File: src/cmbp_defines.svh
// Purpose: offsets, field positions, reset values and timing counts of the fill block
// Assumes: register indices are word indices, byte address is four times the index
// Notes: included by bare name
`ifndef CMBP_DEFINES_SVH
`define CMBP_DEFINES_SVH

// register word indices
`define CMBP_IDX_MODE 4'h1
`define CMBP_IDX_FILL 4'h2
`define CMBP_IDX_STAT 4'h8
`define CMBP_IDX_MASK 4'h9

// mode selection field positions
`define CMBP_G2_LSB 6
`define CMBP_G1_LSB 3
`define CMBP_G0_LSB 0
`define CMBP_MODE_WMASK 16'h00DB
`define CMBP_MODE_RST 16'h0000

// block fill control field positions
`define CMBP_BPAT_LSB 6
`define CMBP_LPAT_LSB 3
`define CMBP_GO_BIT 2
`define CMBP_FILL_WMASK 16'h01FC
`define CMBP_FILL_RST 16'h0000

// connection memory word layout
`define CMBP_WORD_PAT_LSB 13

// status and mask bits
`define CMBP_ST_DONE 0
`define CMBP_ST_ABORT 1
`define CMBP_ST_RST 2'h0

// frames allowed for one complete fill
`define CMBP_FILL_FRAMES 2'h2

// bus answers
`define CMBP_RESP_OKAY 2'h0
`define CMBP_RESP_SLVERR 2'h2

`endif

File: src/cmbp_pkg.sv
// Purpose: types shared by the fill block and its neighbours
// Assumes: connection memories are 16 bits wide with 12-bit addresses at most
// Notes: none
package cmbp_pkg;

  typedef enum logic [1:0] {
    CMBP_RATE_8M,
    CMBP_RATE_4M,
    CMBP_RATE_2M,
    CMBP_RATE_RSVD
  } cmbp_rate_e;

  typedef struct packed {
    cmbp_rate_e grp2_rate_sel;
    cmbp_rate_e grp1_rate_sel;
    cmbp_rate_e grp0_rate_sel;
  } cmbp_rates_s;

  typedef struct packed {
    logic we;
    logic [11:0] addr;
    logic [15:0] data;
  } cmbp_cm_wr_s;

endpackage : cmbp_pkg

File: src/cmbp_top.sv
// Purpose: group rate selection and connection memory block fill, AXI4-Lite register slave
// Assumes: frame_pulse_i and memory_fill_allow_i come from logic on core_clk_i
// Notes: one word per cycle is written to each connection memory from the start of a fill until its depth is reached
//
// Operation
// - group 2 rate from bits 7-6
// - group 1 rate from bits 4-3
// - group 0 rate from bits 1-0
// - backplane words get pattern, low bits cleared
// - local words get pattern, low bits cleared
// - start on go rising while allow high
// - fill completes within two frames
// - go bit clears itself on completion unless written 1 in the same cycle
// - clearing go or allow aborts fill
//
// Implementation choice: the AXI4-Lite slave port.
`include "cmbp_defines.svh"
`timescale 1ns/1ps

module cmbp_top
  import cmbp_pkg::*;
#(
  parameter int ADDR_W = 8,
  parameter int CM_AW = 12,
  parameter int BP_DEPTH = 4096,
  parameter int LC_DEPTH = 2048
)
(
  input wire logic core_clk_i, // 200 MHz clock
  input wire logic sys_rst_i, // async reset, active high
  input wire logic [ADDR_W-1:0] s_axi_awaddr_i, // write address
  input wire logic s_axi_awvalid_i, // write address valid
  output logic s_axi_awready_o, // write address ready
  input wire logic [31:0] s_axi_wdata_i, // write data
  input wire logic [3:0] s_axi_wstrb_i, // write byte strobes
  input wire logic s_axi_wvalid_i, // write data valid
  output logic s_axi_wready_o, // write data ready
  output logic [1:0] s_axi_bresp_o, // write response
  output logic s_axi_bvalid_o, // write response valid
  input wire logic s_axi_bready_i, // write response ready
  input wire logic [ADDR_W-1:0] s_axi_araddr_i, // read address
  input wire logic s_axi_arvalid_i, // read address valid
  output logic s_axi_arready_o, // read address ready
  output logic [31:0] s_axi_rdata_o, // read data
  output logic [1:0] s_axi_rresp_o, // read response
  output logic s_axi_rvalid_o, // read data valid
  input wire logic s_axi_rready_i, // read data ready
  input wire logic memory_fill_allow_i, // fill allow bit of control register
  input wire logic frame_pulse_i, // one-cycle frame boundary
  input wire cmbp_cm_wr_s bp_usr_i, // ordinary backplane memory write
  input wire cmbp_cm_wr_s lc_usr_i, // ordinary local memory write
  output cmbp_cm_wr_s bp_cm_o, // backplane connection memory write port
  output cmbp_cm_wr_s lc_cm_o, // local connection memory write port
  output logic fill_busy_o, // fill in progress, ordinary writes dropped
  output cmbp_rates_s grp_rates_o, // decoded local group rates
  output logic irq_o // level interrupt
);

  localparam int MAX_DEPTH = (BP_DEPTH > LC_DEPTH) ? BP_DEPTH : LC_DEPTH;
  localparam int CNT_W = $clog2(MAX_DEPTH + 1);
  localparam logic [CNT_W-1:0] BP_END = CNT_W'(BP_DEPTH);
  localparam logic [CNT_W-1:0] LC_END = CNT_W'(LC_DEPTH);
  localparam logic [CNT_W-1:0] ALL_END = CNT_W'(MAX_DEPTH);

  ////////////////////////////////////////////////////////////////////////////
  // helpers

  function automatic cmbp_rate_e rate_of(input logic [1:0] code);
    unique case (code)
      2'h0: rate_of = CMBP_RATE_8M;
      2'h1: rate_of = CMBP_RATE_4M;
      2'h2: rate_of = CMBP_RATE_2M;
      2'h3: rate_of = CMBP_RATE_RSVD;
    endcase
  endfunction : rate_of

  function automatic logic [15:0] apply_strb(input logic [15:0] old_v, input logic [31:0] wd,
                                             input logic [3:0] strb);
    apply_strb = old_v;
    if (strb[0])
    begin
      apply_strb[7:0] = wd[7:0];
    end
    if (strb[1])
    begin
      apply_strb[15:8] = wd[15:8];
    end
  endfunction : apply_strb

  function automatic logic hit(input logic [ADDR_W-1:0] a, input logic [3:0] idx);
    hit = (a[ADDR_W-1:2] == (ADDR_W-2)'(idx));
  endfunction : hit

  ////////////////////////////////////////////////////////////////////////////
  // registers and state

  logic [15:0] mode_reg;
  logic [15:0] fill_reg;
  logic [1:0] stat_reg;
  logic [1:0] mask_reg;
  logic busy;
  logic [CNT_W-1:0] cnt;
  logic [1:0] frames;
  logic [2:0] bp_pat;
  logic [2:0] lc_pat;

  logic aw_held;
  logic w_held;
  logic [ADDR_W-1:0] aw_addr;
  logic [31:0] w_data;
  logic [3:0] w_strb;
  logic wr_do;
  logic wr_mode;
  logic wr_fill;
  logic wr_stat;
  logic wr_mask;
  logic wr_ok;
  logic [15:0] fill_new;
  logic start;
  logic abort;
  logic writes_done;
  logic [1:0] next_frames;
  logic fin;
  logic [1:0] st_set;

  ////////////////////////////////////////////////////////////////////////////
  // AXI4-Lite write channel

  assign s_axi_awready_o = ~aw_held & ~s_axi_bvalid_o;
  assign s_axi_wready_o = ~w_held & ~s_axi_bvalid_o;
  assign wr_do = aw_held & w_held & ~s_axi_bvalid_o;
  assign wr_mode = wr_do & hit(aw_addr, `CMBP_IDX_MODE);
  assign wr_fill = wr_do & hit(aw_addr, `CMBP_IDX_FILL);
  assign wr_stat = wr_do & hit(aw_addr, `CMBP_IDX_STAT);
  assign wr_mask = wr_do & hit(aw_addr, `CMBP_IDX_MASK);
  assign wr_ok = wr_mode | wr_fill | wr_stat | wr_mask;

  always_ff @(posedge core_clk_i or posedge sys_rst_i)
  begin
    if (sys_rst_i)
    begin
      aw_held <= 1'b0;
      aw_addr <= '0;
    end
    else if (s_axi_awvalid_i && s_axi_awready_o)
    begin
      aw_held <= 1'b1;
      aw_addr <= s_axi_awaddr_i;
    end
    else if (wr_do)
    begin
      aw_held <= 1'b0;
    end
  end

  always_ff @(posedge core_clk_i or posedge sys_rst_i)
  begin
    if (sys_rst_i)
    begin
      w_held <= 1'b0;
      w_data <= 32'h0000_0000;
      w_strb <= 4'h0;
    end
    else if (s_axi_wvalid_i && s_axi_wready_o)
    begin
      w_held <= 1'b1;
      w_data <= s_axi_wdata_i;
      w_strb <= s_axi_wstrb_i;
    end
    else if (wr_do)
    begin
      w_held <= 1'b0;
    end
  end

  always_ff @(posedge core_clk_i or posedge sys_rst_i)
  begin
    if (sys_rst_i)
    begin
      s_axi_bvalid_o <= 1'b0;
      s_axi_bresp_o <= `CMBP_RESP_OKAY;
    end
    else if (wr_do)
    begin
      s_axi_bvalid_o <= 1'b1;
      s_axi_bresp_o <= wr_ok ? `CMBP_RESP_OKAY : `CMBP_RESP_SLVERR;
    end
    else if (s_axi_bready_i)
    begin
      s_axi_bvalid_o <= 1'b0;
    end
  end

  ////////////////////////////////////////////////////////////////////////////
  // AXI4-Lite read channel

  assign s_axi_arready_o = ~s_axi_rvalid_o;

  always_ff @(posedge core_clk_i or posedge sys_rst_i)
  begin
    if (sys_rst_i)
    begin
      s_axi_rvalid_o <= 1'b0;
      s_axi_rdata_o <= 32'h0000_0000;
      s_axi_rresp_o <= `CMBP_RESP_OKAY;
    end
    else if (s_axi_arvalid_i && s_axi_arready_o)
    begin
      s_axi_rvalid_o <= 1'b1;
      s_axi_rresp_o <= `CMBP_RESP_OKAY;
      if (hit(s_axi_araddr_i, `CMBP_IDX_MODE))
      begin
        s_axi_rdata_o <= {16'h0000, mode_reg};
      end
      else if (hit(s_axi_araddr_i, `CMBP_IDX_FILL))
      begin
        s_axi_rdata_o <= {16'h0000, fill_reg};
      end
      else if (hit(s_axi_araddr_i, `CMBP_IDX_STAT))
      begin
        s_axi_rdata_o <= {30'h0000_0000, stat_reg};
      end
      else if (hit(s_axi_araddr_i, `CMBP_IDX_MASK))
      begin
        s_axi_rdata_o <= {30'h0000_0000, mask_reg};
      end
      else
      begin
        s_axi_rdata_o <= 32'h0000_0000;
        s_axi_rresp_o <= `CMBP_RESP_SLVERR;
      end
    end
    else if (s_axi_rready_i)
    begin
      s_axi_rvalid_o <= 1'b0;
    end
  end

  ////////////////////////////////////////////////////////////////////////////
  // mode selection register and decoded group rates

  always_ff @(posedge core_clk_i or posedge sys_rst_i)
  begin
    if (sys_rst_i)
    begin
      mode_reg <= `CMBP_MODE_RST;
    end
    else if (wr_mode)
    begin
      // reserved bits are not stored and read as zero
      mode_reg <= apply_strb(mode_reg, w_data, w_strb) & `CMBP_MODE_WMASK;
    end
  end

  always_ff @(posedge core_clk_i or posedge sys_rst_i)
  begin
    if (sys_rst_i)
    begin
      grp_rates_o <= {CMBP_RATE_8M, CMBP_RATE_8M, CMBP_RATE_8M};
    end
    else
    begin
      grp_rates_o.grp2_rate_sel <= rate_of(mode_reg[`CMBP_G2_LSB +: 2]);
      grp_rates_o.grp1_rate_sel <= rate_of(mode_reg[`CMBP_G1_LSB +: 2]);
      grp_rates_o.grp0_rate_sel <= rate_of(mode_reg[`CMBP_G0_LSB +: 2]);
    end
  end

  ////////////////////////////////////////////////////////////////////////////
  // block fill control register

  assign fill_new = apply_strb(fill_reg, w_data, w_strb) & `CMBP_FILL_WMASK;
  assign start = wr_fill & fill_new[`CMBP_GO_BIT] & ~fill_reg[`CMBP_GO_BIT] & memory_fill_allow_i;
  assign abort = busy & ((wr_fill & ~fill_new[`CMBP_GO_BIT]) | ~memory_fill_allow_i);
  assign writes_done = (cnt == ALL_END);
  assign next_frames = (frame_pulse_i && frames != `CMBP_FILL_FRAMES) ? frames + 2'h1 : frames;
  assign fin = busy & ~abort & writes_done & (next_frames == `CMBP_FILL_FRAMES);

  always_ff @(posedge core_clk_i or posedge sys_rst_i)
  begin
    if (sys_rst_i)
    begin
      fill_reg <= `CMBP_FILL_RST;
    end
    else if (wr_fill)
    begin
      fill_reg <= fill_new;
      // go only sticks when the rising write really starts a fill
      fill_reg[`CMBP_GO_BIT] <= (fill_reg[`CMBP_GO_BIT] & fill_new[`CMBP_GO_BIT] & busy) | start;
    end
    else if (fin || abort)
    begin
      fill_reg[`CMBP_GO_BIT] <= 1'b0;
    end
  end

  ////////////////////////////////////////////////////////////////////////////
  // fill engine

  always_ff @(posedge core_clk_i or posedge sys_rst_i)
  begin
    if (sys_rst_i)
    begin
      busy <= 1'b0;
      cnt <= '0;
      frames <= 2'h0;
      bp_pat <= 3'h0;
      lc_pat <= 3'h0;
    end
    else if (start)
    begin
      busy <= 1'b1;
      cnt <= '0;
      frames <= 2'h0;
      // patterns come from the same write that raised go
      bp_pat <= fill_new[`CMBP_BPAT_LSB +: 3];
      lc_pat <= fill_new[`CMBP_LPAT_LSB +: 3];
    end
    else if (abort || fin)
    begin
      busy <= 1'b0;
    end
    else if (busy)
    begin
      frames <= next_frames;
      if (!writes_done)
      begin
        cnt <= cnt + CNT_W'(1);
      end
    end
  end

  assign fill_busy_o = busy;

  ////////////////////////////////////////////////////////////////////////////
  // connection memory write ports, fill has priority

  always_ff @(posedge core_clk_i or posedge sys_rst_i)
  begin
    if (sys_rst_i)
    begin
      bp_cm_o <= '0;
      lc_cm_o <= '0;
    end
    else
    begin
      if (busy && !abort && cnt < BP_END)
      begin
        bp_cm_o.we <= 1'b1;
        bp_cm_o.addr <= 12'(cnt);
        bp_cm_o.data <= {bp_pat, 13'h0000};
      end
      else if (busy)
      begin
        bp_cm_o <= '0;
      end
      else
      begin
        bp_cm_o <= bp_usr_i;
      end
      if (busy && !abort && cnt < LC_END)
      begin
        lc_cm_o.we <= 1'b1;
        lc_cm_o.addr <= 12'(cnt);
        lc_cm_o.data <= {lc_pat, 13'h0000};
      end
      else if (busy)
      begin
        lc_cm_o <= '0;
      end
      else
      begin
        lc_cm_o <= lc_usr_i;
      end
    end
  end

  ////////////////////////////////////////////////////////////////////////////
  // interrupt status and mask

  always_comb
  begin
    st_set = 2'h0;
    st_set[`CMBP_ST_DONE] = fin;
    st_set[`CMBP_ST_ABORT] = abort;
  end

  always_ff @(posedge core_clk_i or posedge sys_rst_i)
  begin
    if (sys_rst_i)
    begin
      stat_reg <= `CMBP_ST_RST;
    end
    else
    begin
      // a new event wins over a same-cycle clear
      stat_reg <= (stat_reg & ~(wr_stat && w_strb[0] ? w_data[1:0] : 2'h0)) | st_set;
    end
  end

  always_ff @(posedge core_clk_i or posedge sys_rst_i)
  begin
    if (sys_rst_i)
    begin
      mask_reg <= `CMBP_ST_RST;
    end
    else if (wr_mask && w_strb[0])
    begin
      mask_reg <= w_data[1:0];
    end
  end

  assign irq_o = |(stat_reg & mask_reg);

endmodule : cmbp_top

File: config.mk
export PLATFORM = sky130hd
export DESIGN_NAME = cmbp_top
export DESIGN_NICKNAME = d
export VERILOG_FILES = /design/src/cmbp_pkg.sv /design/src/cmbp_top.sv
export VERILOG_INCLUDE_DIRS = /design/src
export SDC_FILE = /design/constraint.sdc
export NUM_CORES = 1
export LEC_CHECK = 0
export BUFFER_PORTS_ARGS = -buffer_cell sky130_fd_sc_hd__buf_2
export CAP_MARGIN = 0
export CORE_ASPECT_RATIO = 2
export CORE_MARGIN = 5
export CORE_UTILIZATION = 52
export CTS_CLUSTER_SIZE = 12
export DETAILED_ROUTE_END_ITERATION = 12
export PLACE_DENSITY = 0.85
export SLEW_MARGIN = 0
export SYNTH_ARGS = -nofsm -noshare
export SYNTH_HDL_FRONTEND = slang
export SYNTH_SLANG_ARGS = --single-unit
File: constraint.sdc
create_clock -name core_clk_i -period 9.3 [get_ports core_clk_i]
set_input_delay 1.395 -clock core_clk_i [delete_from_list [all_inputs] [get_ports core_clk_i]]
set_output_delay 1.395 -clock core_clk_i [all_outputs]
set_load 0.05 [all_outputs]
==> flow_summary.toml <==
[layout]
finish.net_count = 753
synthToLayoutAreaGrowth_pct = 23.9
final_core_utilization_pct = 65.3
share_of_post_route_cells_with_drive_strength_above_1_pct = 37.9
multiInputGateArea_sq_um = 2070
regArea_sq_um = 3380
antennaDiodeCount = 0
nFillCells = 841
reg_top3 = "bp_cm_o x29, lc_cm_o x29, cnt x13"

[floorplanning]
floorplan.rows = 54
core_region_area_sq_um = 10900
die_height_microns = 159
die-area_sq_um = 13400
io_pins = 226
initial_utilization_pct = 52.7
die_x_microns = 84.3

[power]
p_int_mw = 1.23
design_power_total_mw = 1.80
share_clk_of_total_power_pct = 35.7
power_switching_share_pct = 31.9
leakage_nw = 3.48
power.switching_mw = 0.574
power.density_nw_per_um2 = 254
peakVddDrop_mv = 0.225
share_comb_of_total_power_pct = 21.5
sequentialPowerShare_pct = 42.8

[grt]
via_count_of_the_first_global_routing_pass = 4452
grt_pass1_wl_microns = 22200
antenna_violations_before_repair = 0
largest_net_degree_at_the_start_of_global_routing = 86
grt_use_total_pct = 21.2
total_global_routing_overflow = 0

[clock_tree]
clock_sink_count = 135
post-cts-setup-buffers = 0
worst_setup_hold_path_clk_slew_ps = 50
clkLatencyLatePin_ps = 400
numCtsBuffers = 17
cts_tree = "yes"
hold_buffers = 0
clock_tree.buffer_depth = 2
postCtsResizedCells = 0
htree_num_levels = 4
cts_root_buffer = "clkbuf_16"

[timing]
final_critical_path_setup_slack_ps = 6580
final_max_tran_viols = 0
timing.setup.tns_ps = 0
final.hold.worst_slack_ps = 405
hold_viol_final = 0
post-route-period-util_pct = 29.2
timing.max_slew.rel_slack_pct = 29.8
rsz0062_at_grt = "false"
min_period_ps = 2720
max_freq_mhz = 368
setup-violations-final = 0
clock_skew_ps = 5.70
worst-slew-pin-transition_ps = 1050

[routing]
wl_per_cell_microns = 17.6
detail_route.wirelength_microns = 13800
drt-vias-per-instance = 5.35
number_of_drc_markers_after_the_initial_detailed_route_iteration = 191
num_vias = 4192
drt.antenna.violating_nets = 0
tritonroute_pass_1_iters = 4
drc = 0

[run]
max_cap_violations = 0

[hold_path]
min_path_type = "reg -> reg"
hold_path_stages = 0

[logic_synthesis]
synth.yosys.warnings = 0
synth_edf_count = 0
avgSynthCellArea_sq_um = 12.1
yosysUniqueCellTypes = 48
seq_area_frac_synth_pct = 58.9
synth_async_sr_flop_share_pct = 100
syn-instance-count = 473
synth_seq_cells = 135
synth_flop_cell = "dfrtp_1"
synth.cell_area_sq_um = 5740

[placed_design]
place.detailed.hpwl_microns = 10100
post-place-ws_ps = 6160
port-buffer-count = 171
gpl.final_weighted_congestion = 0.857

[critical_path]
reg2reg_depth = 4
cp_max_fo = 4
setup.worst_path.class = "in -> reg"
critical_path_arrival_ps = 3030
cp_data_required_time_ps = 9610
worst_setup_path_end_kind = "register"
startpoint_type = "input port"

[outcome]
run_status = "finished, final reports clean"
-- layout by cell type (no fill, tap or decap), types with 11 or more instances in the layout --
master	n
nor2b_1	30
mux2_2	32
mux2i_1	12
dfrtp_1	135
o21ai_0	27
conb_1	25
buf_2	171
a22o_1	36
clkbuf_16	17
nor2_1	11
nand2_1	23
-- path summary, 6_finish.rpt --
kind / startpoint / end / slack, ps
worst max-delay path: s_axi_araddr_i[7] / s_axi_rdata_o[7] / 6580
worst min-delay path: mode_reg[4] / grp_rates_o[3] / 400
worst max register to register: aw_addr[4] / mode_reg[0] / 6870
worst min register to register: mode_reg[4] / grp_rates_o[3] / 400
max in group asynchronous: sys_rst_i / mode_reg[4] / 6710
min in group asynchronous: sys_rst_i / lc_cm_o[1] / 1080
-- worst max-delay path, stage by stage --
cell and delay, ps:
buf_2 100, or4_1 570, nor3b_1 610, a22oi_1 140, o21ai_0 210
-- metal layers --
layer,vias up,GRT usage [%],share of wire [%]
li1,1952,-,-
met2,152,40.0,59
met5,-,0,0
met3,19,4.25,5.5
met1,2069,22.9,34
met4,0,8.67,1.7
-- final cells by class --
type	instances	area share (%)
inverter	9	0.511
clock buffer	23	6.59
clock inverter	9	1.41
tap	140	2.47
multi-input combinational	294	29.1
timing repair buffer	174	12.4
sequential	135	47.5
-- per-stage QoR --
stage,cell area [sq um],std cells
after global routing,7110,784
after CTS,7110,784
after floorplan,5830,497
final,7110,784
after global placement,6540,752
after detailed placement,6540,752
-- cells in the mapped netlist, drive strengths merged (10+ instances only) --
cell type / number / share of area, %
a22o: 36 / 5.5
buf: 34 / 4.4
clkbuf: 25 / 1.6
dfrtp: 135 / 59
mux2: 32 / 6.3
mux2i: 12 / 2.1
nand2: 23 / 1.5
nor2: 11 / 0.72
nor2b: 30 / 3.3
o21ai: 27 / 2.4
or4: 10 / 1.3
-- power groups by stage --
| stage | clock [mW] | sequential [mW] | combinational, mW |
|---|---|---|---|
| finish | 0.644 | 0.771 | 0.388 |
| global route | 0.681 | 0.786 | 0.416 |
| CTS | 0.656 | 0.771 | 0.390 |
| global placement | 0 | 0.772 | 0.378 |
| detailed placement | 0 | 0.779 | 0.388 |
| floorplan | 0 | 0.850 | 0.226 |
-- cells by family after synthesis --
kind of cell	count (synthesis)	share of synthesized area, %
other	1	0.0654
AO/OA/AOI/OAI	98	12.3
AND/OR/NAND/NOR	122	12.8
buffers and inverters	68	6.61
multiplexers	44	8.38
XOR/XNOR	2	0.305
flip-flops	135	58.9
adder cells (fa/ha/maj)	3	0.654
Note: power is estimated with default switching activity, not from simulation.
